### src/lcl_pkg.sv
/*
  Shared constants and types for the loop detector call logic:
  register offsets, field positions, reset values, timing counts.
  Assumes a single 40 MHz clock and a plain strobe register port.
*/
package lcl_pkg;
  localparam int CLK_HZ = 40_000_000;
  // register byte offsets
  localparam logic [7:0] A_CTRL = 8'h00;
  localparam logic [7:0] A_STAT = 8'h04;
  localparam logic [7:0] A_MASK = 8'h08;
  localparam logic [7:0] A_CMD = 8'h0c;
  localparam logic [7:0] A_HSEL = 8'h10;
  localparam logic [7:0] A_HDAT = 8'h14;
  localparam logic [7:0] A_CALLS = 8'h18;
  localparam logic [7:0] A_CH_BASE = 8'h20;
  localparam logic [7:0] A_CH_STRIDE = 8'h20;
  // offsets inside a channel block
  localparam logic [4:0] O_ACC = 5'h00;
  localparam logic [4:0] O_GRAPH = 5'h04;
  localparam logic [4:0] O_INDUCT = 5'h08;
  localparam logic [4:0] O_DLL = 5'h0c;
  localparam logic [4:0] O_LAB_LO = 5'h10;
  localparam logic [4:0] O_LAB_HI = 5'h14;
  // field positions
  localparam int F_PAIR = 0;
  localparam int F_CNTEN = 2;
  localparam int F_HSEL_CH = 8;
  // status bit positions
  localparam int ST_FLT0 = 0;
  localparam int ST_CNT0 = 2;
  localparam int ST_PWR = 4;
  localparam int ST_W = 5;
  // figures of the block
  localparam logic [19:0] ACC_MAX = 20'd999999;
  localparam int HIST_DEPTH = 25;
  localparam int HIST_WORDS = 32;
  localparam logic [7:0] PWR_CODE = 8'hf0;
  localparam logic [11:0] INDUCT_MIN_UH = 12'd20;
  localparam logic [11:0] INDUCT_MAX_UH = 12'd2500;
  localparam logic [7:0] OPT_STRENGTH = 8'd10;
  localparam int LABEL_CHARS = 5;
  localparam logic [7:0] LABEL_BLANK = 8'h20;
  // times and derived cycle counts
  localparam int BKLT_HOURS = 2;
  localparam logic [39:0] BKLT_CYC =
    40'(64'(BKLT_HOURS) * 64'd3600 * 64'(CLK_HZ));
  localparam int STREAM_SPAN_S = 6;
  localparam int STREAM_COLS = 64;
  localparam int STREAM_TICK_CYC = (CLK_HZ / STREAM_COLS) * STREAM_SPAN_S;
  localparam int COUNT_PW_MS = 125;
  localparam int COUNT_PW_CYC = (CLK_HZ / 1000) * COUNT_PW_MS;

  typedef enum logic [1:0] {PAIR_NONE, PAIR_DIR, PAIR_BOTH} lcl_pair_t;

  typedef struct packed {
    logic [7:0] addr;
    logic [31:0] wdata;
    logic wr;
    logic rd;
  } lcl_bus_t;

  typedef struct packed {
    logic [7:0] strength;
    logic [11:0] induct_uh;
    logic [15:0] dll;
  } lcl_meas_t;

  typedef struct packed {
    logic [19:0] value;
  } lcl_acc_t;

  typedef struct packed {
    logic [HIST_WORDS-1:0][7:0] word;
    logic [7:0] q;
  } lcl_mem_t;
endpackage

### src/lcl_top.sv
/*
  Call, count and supervision logic of a two-channel loop detector:
  paired-channel combining, count outputs with accumulators, event
  history, backlight hold timer, strength graph, inductance view, labels.
  Assumes det and sw come from pins; measurements, events and chan_rst
  come from logic on clk; software uses the plain register port.
*/
// Chosen here: the placing of the registers and the strobed register port.
// Behaviour
// - directional mode: last arriving channel holds call
// - both-occupied output only while both in call
// - counting mode pulses count output per vehicle
// - accumulator counts to 999999 then wraps
// - keep last 25 fault and power events
// - switch actuation lights backlight for two hours
// - store five-character alphanumeric channel label
// - strength graph advances only during call, six seconds
// - inductance reported within 20 to 2500 uH
// - percent inductance change shown during call
// - strength live during call, 10 is optimum
// - channel reset keeps history; only clear erases (the code also empties it on sys_rst)
module lcl_top
  import lcl_pkg::*;
#(
  parameter int STREAM_TICK = STREAM_TICK_CYC,
  parameter int COUNT_PW = COUNT_PW_CYC,
  parameter logic [39:0] BKLT_HOLD = BKLT_CYC
) (
  input wire logic clk,
  input wire logic sys_rst,
  input wire logic [1:0] chan_rst,
  input wire logic [1:0] det,
  input wire logic [3:0] sw,
  input wire lcl_meas_t [1:0] meas,
  input wire logic [1:0] evt_vld,
  input wire logic [1:0][7:0] evt_code,
  input wire logic pwr_evt,
  input wire lcl_bus_t bus,
  output logic [31:0] rdata,
  output logic [1:0] call_out,
  output logic both_occupied_output,
  output logic [1:0] count_out,
  output logic backlight,
  output logic irq
);
  typedef struct packed {
    logic [1:0] det_s1;
    logic [1:0] det_s2;
    logic [1:0] det_q;
    logic [3:0] sw_s1;
    logic [3:0] sw_s2;
    logic [3:0] sw_q;
    lcl_pair_t pair;
    logic [1:0] cnt_en;
    logic last;
    logic [1:0] supp;
    logic [1:0] calls;
    logic both;
    logic [1:0] cnt_pulse;
    logic [1:0][22:0] pw_cnt;
    logic [ST_W-1:0] status;
    logic [ST_W-1:0] mask;
    logic hsel_ch;
    logic [4:0] hsel_idx;
    logic rd_hist;
    logic hvld;
    logic [31:0] rdata;
    logic [39:0] bklt;
    logic [1:0][4:0] wp;
    logic [1:0][4:0] hcnt;
    logic [1:0][21:0] stick;
    logic [1:0][5:0] col;
    logic [1:0][7:0] samp;
    logic [1:0][7:0] strength;
    logic [1:0][11:0] induct;
    logic [1:0][15:0] dll;
    logic [1:0][LABEL_CHARS*8-1:0] label;
  } lcl_top_st_t;

  lcl_top_st_t s_ff, nxt_s;
  logic [1:0] cnt_start;
  logic [1:0] hist_we;
  logic [1:0][7:0] hist_wd;
  logic [1:0][4:0] hist_wa;
  logic [1:0][7:0] hist_q;
  logic [1:0][19:0] acc;
  logic [4:0] hist_raddr;

  // true when addr falls on a given word of channel ch's block
  function automatic logic ch_hit(input logic [7:0] addr, input logic ch,
                                  input logic [4:0] off);
    logic [7:0] base;
    base = A_CH_BASE + (ch ? A_CH_STRIDE : 8'h00);
    return addr == base + {3'h0, off};
  endfunction

  function automatic logic lab_ok(input logic [7:0] c);
    return (c >= 8'h30 && c <= 8'h39) || (c >= 8'h41 && c <= 8'h5a) ||
           (c >= 8'h61 && c <= 8'h7a) || c == LABEL_BLANK;
  endfunction

  // slot of the k-th newest entry; k = 0 is the most recent
  function automatic logic [4:0] hist_slot(input logic [4:0] wp, input logic [4:0] k);
    logic [5:0] t;
    t = {1'b0, wp} + 6'(HIST_DEPTH) - 6'h1 - {1'b0, k};
    if (t >= 6'(HIST_DEPTH)) begin
      t = t - 6'(HIST_DEPTH);
    end
    return t[4:0];
  endfunction

  assign hist_raddr = hist_slot(s_ff.wp[s_ff.hsel_ch], s_ff.hsel_idx);

  always_comb begin
    logic [1:0] d;
    logic [1:0] rise;
    logic [1:0] hclr;
    logic [ST_W-1:0] set;
    logic [ST_W-1:0] w1c;
    logic ok;
    d = s_ff.det_s2;
    rise = s_ff.det_s2 & ~s_ff.det_q;
    hclr = 2'h0;
    set = '0;
    w1c = '0;
    ok = 1'b0;
    nxt_s = s_ff;
    nxt_s.det_s1 = det;
    nxt_s.det_s2 = s_ff.det_s1;
    nxt_s.det_q = s_ff.det_s2;
    nxt_s.sw_s1 = sw;
    nxt_s.sw_s2 = s_ff.sw_s1;
    nxt_s.sw_q = s_ff.sw_s2;

    // paired channels; a late arrival wins the pair
    if (rise[1]) begin
      nxt_s.last = 1'b1;
    end else if (rise[0]) begin
      nxt_s.last = 1'b0;
    end
    for (int i = 0; i < 2; i++) begin
      if (!d[i] || s_ff.pair != PAIR_DIR) begin
        nxt_s.supp[i] = 1'b0;
      end else if (d == 2'b11 && nxt_s.last != 1'(i)) begin
        nxt_s.supp[i] = 1'b1;
      end
      // first arrival stays quiet until its own detection ends
      nxt_s.calls[i] = d[i] & ~nxt_s.supp[i];
    end
    nxt_s.both = (s_ff.pair == PAIR_BOTH) && nxt_s.calls == 2'b11;

    for (int i = 0; i < 2; i++) begin
      // count output
      cnt_start[i] = s_ff.cnt_en[i] & rise[i];
      if (cnt_start[i]) begin
        nxt_s.cnt_pulse[i] = 1'b1;
        nxt_s.pw_cnt[i] = 23'(COUNT_PW - 1);
      end else if (s_ff.pw_cnt[i] != 23'h0) begin
        nxt_s.pw_cnt[i] = s_ff.pw_cnt[i] - 23'h1;
      end else begin
        nxt_s.cnt_pulse[i] = 1'b0;
      end
      set[ST_CNT0 + i] = cnt_start[i];

      // streaming graph stalls outside a call
      if (s_ff.calls[i]) begin
        if (s_ff.stick[i] >= 22'(STREAM_TICK - 1)) begin
          nxt_s.stick[i] = 22'h0;
          nxt_s.col[i] = s_ff.col[i] + 6'h1;
          nxt_s.samp[i] = meas[i].strength;
        end else begin
          nxt_s.stick[i] = s_ff.stick[i] + 22'h1;
        end
      end

      // live views
      nxt_s.strength[i] = meas[i].strength;
      if (meas[i].induct_uh < INDUCT_MIN_UH) begin
        nxt_s.induct[i] = INDUCT_MIN_UH;
      end else if (meas[i].induct_uh > INDUCT_MAX_UH) begin
        nxt_s.induct[i] = INDUCT_MAX_UH;
      end else begin
        nxt_s.induct[i] = meas[i].induct_uh;
      end
      nxt_s.dll[i] = s_ff.calls[i] ? meas[i].dll : 16'h0;

      // channel reset clears call state but not the history
      if (chan_rst[i]) begin
        nxt_s.supp[i] = 1'b0;
        nxt_s.calls[i] = 1'b0;
        nxt_s.cnt_pulse[i] = 1'b0;
        nxt_s.pw_cnt[i] = 23'h0;
        nxt_s.stick[i] = 22'h0;
        nxt_s.col[i] = 6'h0;
      end
    end
    nxt_s.both = nxt_s.both & (chan_rst == 2'h0);

    // backlight hold, restarted by any switch change
    if ((s_ff.sw_s2 ^ s_ff.sw_q) != 4'h0) begin
      nxt_s.bklt = BKLT_HOLD;
    end else if (s_ff.bklt != 40'h0) begin
      nxt_s.bklt = s_ff.bklt - 40'h1;
    end

    // register writes
    if (bus.wr) begin
      unique case (bus.addr)
        A_CTRL: begin
          nxt_s.pair = (bus.wdata[F_PAIR +: 2] == 2'h3) ? PAIR_NONE
                       : lcl_pair_t'(bus.wdata[F_PAIR +: 2]);
          nxt_s.cnt_en = bus.wdata[F_CNTEN +: 2];
        end
        A_STAT: w1c = bus.wdata[ST_W-1:0];
        A_MASK: nxt_s.mask = bus.wdata[ST_W-1:0];
        A_CMD: hclr = bus.wdata[1:0];
        A_HSEL: begin
          nxt_s.hsel_idx = bus.wdata[4:0];
          nxt_s.hsel_ch = bus.wdata[F_HSEL_CH];
        end
        default: begin
          for (int i = 0; i < 2; i++) begin
            if (ch_hit(bus.addr, 1'(i), O_LAB_LO)) begin
              ok = 1'b1;
              for (int b = 0; b < 4; b++) begin
                ok = ok & lab_ok(bus.wdata[b*8 +: 8]);
              end
              // a label word with an illegal character is refused whole
              if (ok) begin
                nxt_s.label[i][31:0] = bus.wdata;
              end
            end
            if (ch_hit(bus.addr, 1'(i), O_LAB_HI) && lab_ok(bus.wdata[7:0])) begin
              nxt_s.label[i][39:32] = bus.wdata[7:0];
            end
          end
        end
      endcase
    end

    // history ring; clear first so an event in the same cycle survives
    for (int i = 0; i < 2; i++) begin
      hist_we[i] = evt_vld[i] | pwr_evt;
      hist_wd[i] = evt_vld[i] ? evt_code[i] : PWR_CODE;
      if (hclr[i]) begin
        nxt_s.wp[i] = 5'h0;
        nxt_s.hcnt[i] = 5'h0;
      end
      hist_wa[i] = hclr[i] ? 5'h0 : s_ff.wp[i];
      if (hist_we[i]) begin
        nxt_s.wp[i] = (nxt_s.wp[i] == 5'(HIST_DEPTH - 1)) ? 5'h0 : nxt_s.wp[i] + 5'h1;
        if (nxt_s.hcnt[i] != 5'(HIST_DEPTH)) begin
          nxt_s.hcnt[i] = nxt_s.hcnt[i] + 5'h1;
        end
      end
      set[ST_FLT0 + i] = evt_vld[i];
    end
    set[ST_PWR] = pwr_evt;
    nxt_s.status = (s_ff.status & ~w1c) | set;

    // register reads
    nxt_s.rd_hist = bus.rd && bus.addr == A_HDAT;
    nxt_s.hvld = s_ff.hsel_idx < s_ff.hcnt[s_ff.hsel_ch];
    nxt_s.rdata = 32'h0;
    if (bus.rd) begin
      unique case (bus.addr)
        A_CTRL: nxt_s.rdata = {28'h0, s_ff.cnt_en, s_ff.pair};
        A_STAT: nxt_s.rdata = {27'h0, s_ff.status};
        A_MASK: nxt_s.rdata = {27'h0, s_ff.mask};
        A_HSEL: nxt_s.rdata = {23'h0, s_ff.hsel_ch, 3'h0, s_ff.hsel_idx};
        A_CALLS: nxt_s.rdata = {6'h0, s_ff.hcnt[1], 3'h0, s_ff.hcnt[0],
                                5'h0, s_ff.bklt != 40'h0, s_ff.cnt_pulse,
                                s_ff.both, s_ff.calls, d};
        default: begin
          for (int i = 0; i < 2; i++) begin
            if (ch_hit(bus.addr, 1'(i), O_ACC)) begin
              nxt_s.rdata = {12'h0, acc[i]};
            end
            if (ch_hit(bus.addr, 1'(i), O_GRAPH)) begin
              nxt_s.rdata = {s_ff.samp[i], 2'h0, s_ff.col[i], 7'h0,
                             s_ff.strength[i] >= OPT_STRENGTH, s_ff.strength[i]};
            end
            if (ch_hit(bus.addr, 1'(i), O_INDUCT)) begin
              nxt_s.rdata = {20'h0, s_ff.induct[i]};
            end
            if (ch_hit(bus.addr, 1'(i), O_DLL)) begin
              nxt_s.rdata = {16'h0, s_ff.dll[i]};
            end
            if (ch_hit(bus.addr, 1'(i), O_LAB_LO)) begin
              nxt_s.rdata = s_ff.label[i][31:0];
            end
            if (ch_hit(bus.addr, 1'(i), O_LAB_HI)) begin
              nxt_s.rdata = {24'h0, s_ff.label[i][39:32]};
            end
          end
        end
      endcase
    end
  end

  always_ff @(posedge clk) begin
    if (sys_rst) begin
      s_ff <= '0;
      s_ff.label <= {2{{LABEL_CHARS{LABEL_BLANK}}}};
    end else begin
      s_ff <= nxt_s;
    end
  end

  for (genvar g = 0; g < 2; g++) begin : g_ch
    lcl_hist_mem u_mem (
      .clk(clk),
      .we(hist_we[g]),
      .waddr(hist_wa[g]),
      .wdata(hist_wd[g]),
      .raddr(hist_raddr),
      .rdata(hist_q[g])
    );
    lcl_vcount u_acc (
      .clk(clk),
      .sys_rst(sys_rst),
      .clr(chan_rst[g]),
      .inc(cnt_start[g]),
      .value(acc[g])
    );
  end

  // history word comes straight from the memory register
  assign rdata = s_ff.rd_hist ? {23'h0, s_ff.hvld, hist_q[s_ff.hsel_ch]} : s_ff.rdata;
  assign call_out = s_ff.calls;
  assign both_occupied_output = s_ff.both;
  assign count_out = s_ff.cnt_pulse;
  assign backlight = s_ff.bklt != 40'h0;
  assign irq = (s_ff.status & s_ff.mask) != '0;
endmodule

### src/lcl_hist_mem.sv
/*
  Event history storage for one channel: 32 words of 8 bits,
  one write port, read data from a register one cycle after the address.
  Assumes the caller keeps the ring pointers.
*/
module lcl_hist_mem
  import lcl_pkg::*;
(
  input wire logic clk,
  input wire logic we,
  input wire logic [4:0] waddr,
  input wire logic [7:0] wdata,
  input wire logic [4:0] raddr,
  output logic [7:0] rdata
);
  lcl_mem_t s_ff, nxt_s;

  // contents are not reset; a restart still empties the log since lcl_top zeroes hcnt and wp
  always_comb begin
    nxt_s = s_ff;
    nxt_s.q = s_ff.word[raddr];
    if (we) begin
      nxt_s.word[waddr] = wdata;
    end
  end

  always_ff @(posedge clk) begin
    s_ff <= nxt_s;
  end

  assign rdata = s_ff.q;
endmodule

### src/lcl_vcount.sv
/*
  Six-digit vehicle accumulator for one channel.
  Assumes inc is a one-cycle pulse per count event.
*/
module lcl_vcount
  import lcl_pkg::*;
(
  input wire logic clk,
  input wire logic sys_rst,
  input wire logic clr,
  input wire logic inc,
  output logic [19:0] value
);
  lcl_acc_t s_ff, nxt_s;

  always_comb begin
    nxt_s = s_ff;
    if (clr) begin
      nxt_s.value = 20'h0;
    end else if (inc) begin
      nxt_s.value = (s_ff.value == ACC_MAX) ? 20'h0 : s_ff.value + 20'h1;
    end
  end

  always_ff @(posedge clk) begin
    if (sys_rst) begin
      s_ff <= '0;
    end else begin
      s_ff <= nxt_s;
    end
  end

  assign value = s_ff.value;
endmodule

### config.mk
export PLATFORM = sky130hd
export DESIGN_NAME = lcl_top
export DESIGN_NICKNAME = d
export VERILOG_FILES = /design/src/lcl_pkg.sv /design/src/lcl_top.sv /design/src/lcl_hist_mem.sv /design/src/lcl_vcount.sv
export SDC_FILE = /design/constraint.sdc
export NUM_CORES = 2
export LEC_CHECK = 0
export ABC_AREA = 1
export BUFFER_PORTS_ARGS = -buffer_cell sky130_fd_sc_hd__buf_2
export CORE_MARGIN = 2
export CORE_UTILIZATION = 60
export DETAILED_ROUTE_END_ITERATION = 7
export PLACE_DENSITY = 0.78
export SLEW_MARGIN = 5
export SYNTH_ARGS = -nofsm -noshare
export SYNTH_HDL_FRONTEND = slang
export SYNTH_HIERARCHICAL = 1
export SYNTH_SLANG_ARGS = --single-unit
export TNS_END_PERCENT = 1
### constraint.sdc
create_clock -name clk -period 5.7 [get_ports clk]
set_input_delay 0.855 -clock clk [delete_from_list [all_inputs] [get_ports clk]]
set_output_delay 0.855 -clock clk [all_outputs]
set_load 0.005 [all_outputs]
======== After elaboration in Yosys (flattened, before gate mapping) ========
Cells that the tools add are included.
word-level totals
  flip-flop bits (word level) ............. 978
  bits of input ports ..................... 143
  word-level logic and storage cells ...... 379
operators by class
  add/sub/neg operators ................... 17
  magnitude comparators ................... 40
  eq/ne operators ......................... 35
  multiplexer cells ....................... 74
  bitwise logic cells ..................... 24
  reductions and logical operators ........ 68
operators with widths
  kind                                                                   number
  256-bit bitwise mux                                                    2
  32-bit 2-to-1 mux                                                      12
  32-bit one-hot mux with 5 select lines                                 1
  5-bit 2-to-1 mux                                                       21
  23-bit 2-to-1 mux                                                      4
  8-bit binary-select mux with 5-bit select                              2
  8-bit demux with 5-bit select                                          2
  8-bit by 6-bit equality test with 1-bit output, second input constant  10
  39-bit 2-to-1 mux                                                      2
  8-bit by 7-bit >= comparator with 1-bit output, second input constant  8
  8-bit by 7-bit <= comparator with 1-bit output, second input constant  8
  8-bit 2-to-1 mux                                                       8
  20-bit 2-to-1 mux                                                      3
  8-bit by 7-bit equality test with 1-bit output, second input constant  6
  23-bit nonzero test                                                    2
  23-bit by 1-bit subtractor with 23-bit output, second input constant   2
  22-bit by 1-bit adder with 22-bit output, second input constant        2
  22-bit >= comparator, second input constant                            2
  22-bit 2-to-1 mux                                                      2
  20-bit by 1-bit adder with 20-bit output, second input constant        2
  20-bit equality test, second input constant                            2
  40-bit nonzero test                                                    1
  40-bit by 1-bit subtractor with 40-bit output, second input constant   1
  8-bit by 6-bit >= comparator with 1-bit output, second input constant  4
  other kinds (48)                                                       149

======== Longest topological paths before layout ========
  word-level depth ........................ 14
  gate-level depth with buffers ........... 25
  depth with buffers taken out ............ 21

======== By module ========
The synthesis kept the hierarchy.
modules (own cells, without submodules)
  module        instances  cells each  area an instance (µm²)
  lcl_hist_mem  2          930         10845.4
  lcl_top       1          2772        19690.1
  lcl_vcount    2          184         1163.6

======== Worst setup path before layout ========
Ideal clock, no wire load.
  path type ............................... flip-flop to flip-flop
  from .................................... register s_ff[323] (netlist name)
  to ...................................... register g_ch[0].u_mem.s_ff (netlist bit g_ch[0].u_mem/rdata[5])
  arrival time ............................ 3.846 ns
  slack ................................... 1.742 ns
  stages on the path, launching flop included .. 25
  path buffers ............................ 4
  cell sequence ........................... dfxtp_1 -> clkbuf_1 -> clkbuf_1 -> o21ai_0 -> ha_1 -> ha_1 -> inv_1 -> fa_1 -> xnor2_1 -> inv_1 -> a21oi_1 -> a21oi_1 -> o21ai_1 -> xor2_1 -> inv_2 -> buf_6 -> buf_6 -> nand2_1 -> nand3_1 -> nand3_1 -> nand2_1 -> nand2_1 -> nand2_1 -> nand2_1 -> nand2_1
RTL lines
  what                  line                source
  to (signal assigned)  lcl_hist_mem.sv:28  s_ff <= nxt_s;
  to (decl)             lcl_hist_mem.sv:16  lcl_mem_t s_ff, nxt_s;

==> flow_metrics.tcl <==
set metrics [dict create \
    die_w_um 274 \
    switching_share_pct 33.8 \
    drive_gt1_share_pct 10.1 \
    grt_pass1_wl_um 181000 \
    syn_avg_cell_area_um2 8.74 \
    worst_r2r_path_depth 19 \
    setup.reg_to_reg.worst_slack_ns 0.61 \
    synth_top_family_by_area "simple AND/OR/NAND/NOR gates" \
    die_area_um2 75000 \
    place_congestion 0.946 \
    io_pins 182 \
    global_route.overflow_total 0 \
    synth_cell_types 64 \
    synth.yosys.seq_area_share_pct 56.5 \
    p_switching_uw 6820 \
    initial_core_util_pct 60.8 \
    adder_cell_area_share_of_the_yosys_netlist_pct 0.962 \
    synth_nets 5176 \
    share_seq_of_total_power_pct 39.2 \
    worstPathRequired_ns 6.29 \
    synth_xor_area_share_pct 1.60 \
    clkSinkCount 978 \
    nature_of_the_critical_path_endpoint "register" \
    violations "design-rule violations" \
    grt_setup_unrepaired "false" \
    min_path_cells 2 \
    cts_max_path_buffers 3 \
    clk_latency_ns 0.65 \
    cts_hold_repair_buffers 0 \
    compound_gate_fraction_of_synth_area_pct 6.90 \
    postCtsSetupBuffers 0 \
    synthesis.area_um2 43700 \
    nNetsFinal 5280 \
    timing.final.hold_violations 0 \
    cp_max_fo 32 \
    route.final.wire_length_um 116000 \
    timing.critical_path.arrival_ns 5.68 \
    antenna_found_initial 5 \
    track_usage_pct 30.6 \
    total_power_per_unit_cell_area_nw_per_um2 419 \
    post-route-drc-count 2 \
    synth_enable_flop_cells 512 \
    p_clk_share_pct 33.0 \
    p_int_uw 13300 \
    run_status "finished with violations" \
    cts_tree "yes" \
    worstHoldStart "nxt_s[397]" \
    detail-route-antenna-nets 0 \
    min_period_ns 5.09 \
    worst-slew-pin-transition_ns 1.24 \
    die_height_um 274 \
    timing.fmax_ghz 0.196 \
    worstHoldPathType "reg2reg" \
    core.rowCount 98 \
    io_buffer_count 181 \
    timing_max_transition_violations_final 0 \
    synth_simple_gate_area_share_pct 26.3 \
    post_cts.resized_instances 0 \
    share_of_the_cycle_needed_by_the_critical_path_after_routing_pct 89.3 \
    critPathKind "reg2reg" \
    dr.pass1.iters 8 \
    worst_slew_margin_rel_pct 17.4 \
    wire_per_inst_um 18.9 \
    vias 35100 \
    r2r_startpoint "s_ff[323]" \
    startpoint_type "register" \
    design.core.area_um2 71900 \
    async_reset_ff_share_pct 0 \
    drt_first_iter_violations 4170 \
    setup_tns_ns 0 \
    cts_max_level 3 \
    layout-area-overhead-vs-synth_pct 10.1 \
    yosysWarningCount 6 \
    dp_hpwl_um 77800 \
    top_flip_flop_cell_by_instance_count_after_synthesis "edfxtp_1" \
    layout.filler_cells 5685 \
    ir_drop_uv 313 \
    antennaDiodeCount 0 \
    synth_cells 5000 \
    yosys-mux-area-fraction_pct 0.0945 \
    postSynthRegisterBits 978 \
    static-leakage-power_uw 0.0195 \
    register_clock_pin_slew_on_the_reported_worst_setup_and_hold_paths_ns 0.07 \
    fin_worst_skew_ns 0.0156 \
    setup_crit_start "s_ff[323]" \
    grt_pass1_vias 32800 \
    grt_max_degree 140 \
    timing.max_cap.violations 0 \
    setup_viol 0 \
    drt_via_density 5.72 \
    post-route-util_pct 67.0 \
    comb_power_share_pct 27.8 \
    clock-root-buffer "clkbuf_16" \
    cts_buffers 96 \
]
==> sequential cells by signal (all words and copies together), names as in the netlist <==
signal and flops:
count_out 2, g_ch.u_mem/rdata 16, both_occupied_output 1, g_ch.u_acc/value 40, nxt_s 12, g_ch.u_mem/s_ff 512, call_out 2, s_ff 393
==> critical path: stages (launching register included) <==
cell     delay, ns
dfxtp_1       0.61
buf_4         0.29
o21ai_0       0.11
ha_1          0.31
inv_1         0.06
fa_1          0.45
xnor2_1       0.21
inv_1         0.13
a21oi_1       0.22
a21oi_1       0.07
o21ai_1       0.59
nand2_1       0.28
xor2_4        0.25
inv_1         0.82
nand3_1       0.22
nand2_1       0.13
nand2_1       0.05
nand2_1       0.09
nand2_1       0.07
nand2_1       0.06
==> area by class of cell <==
type / instances / area, µm² / area share (%)
Clock inverter: 46 / 547 / 1.14
Clock buffer: 131 / 2790 / 5.80
Tap cell: 950 / 1190 / 2.47
Multi-Input combinational cell: 3301 / 15700 / 32.7
Sequential cell: 978 / 24700 / 51.3
Inverter: 512 / 1930 / 4.01
Timing Repair Buffer: 215 / 1210 / 2.52
==> path summary, 6_finish.rpt <==
check,endpoint
max,g_ch[0].u_mem/rdata[2]
min,nxt_s[393]
max reg2reg,g_ch[0].u_mem/rdata[2]
min reg2reg,nxt_s[393]
==> per-layer routing <==
metal | global-route usage [%] | part of all wire, %
met5 | 0 | 0.043
met2 | 48.5 | 46
met4 | 14.1 | 4.5
met3 | 4.97 | 9.2
met1 | 41.6 | 41
==> power groups by stage <==
| stage | Combinational (µW) | Sequential [µW] | Clock (µW) |
|---|---|---|---|
| 2_1_floorplan | 4450 | 7950 | 0 |
| 3_3_place_gp | 5410 | 8040 | 0 |
| 3_5_place_dp | 5490 | 8040 | 0 |
| 4_1_cts | 5550 | 7890 | 6700 |
| 5_1_grt | 6250 | 7920 | 7000 |
| 6_report | 5620 | 7900 | 6650 |
==> cell usage after synthesis, types with 25 or more instances <==
cell type,instances,area (µm²)
nand2_1,1278,4800
nor2_1,591,2220
nand3_1,544,2720
edfxtp_1,512,15400
inv_1,485,1820
dfxtp_1,466,9330
a21oi_1,186,931
o21ai_0,135,676
nor3_1,69,345
clkbuf_1,65,244
nand4_1,57,357
buf_6,55,619
xor2_1,52,455
buf_2,48,240
buf_4,36,270
ha_1,32,400
o21ai_1,29,145
xnor2_1,28,245
nor2_2,25,156
==> stage by stage <==
| stage | area [µm²] | std cells | hold WS (ns) | setup WS, ns | total power [µW] |
|---|---|---|---|---|---|
| after floorplan | 43700 | 5000 | 0.388 | 1.74 | 12400 |
| after global placement | 44800 | 5956 | 0.398 | 0.912 | 13500 |
| after detailed placement | 44800 | 5956 | 0.393 | 0.757 | 13500 |
| after CTS | 48100 | 6133 | 0.383 | 0.641 | 20100 |
| after global routing | 48100 | 6133 | 0.411 | 0.289 | 21200 |
| final | 48100 | 6133 | 0.405 | 0.608 | 20200 |
==> cell usage in the layout (no fill, tap or decap), types with 69 or more instances in the layout <==
cell type,instances
a21oi_1,186
buf_2,180
clkbuf_16,101
dfxtp_1,465
edfxtp_1,512
inv_1,484
nand2_1,1278
nand3_1,544
nor2_1,590
nor3_1,69
o21ai_0,133
==> kinds of logic after synthesis <==
logic type	after synthesis
adders and majority gates	33
and+or+nand+nor	2678
buffers and inverters	721
AOI/OAI and AO/OA	506
DFF	978
muxes	4
xor gates and xnor gates	80
Power figures use the tool's default switching activity.
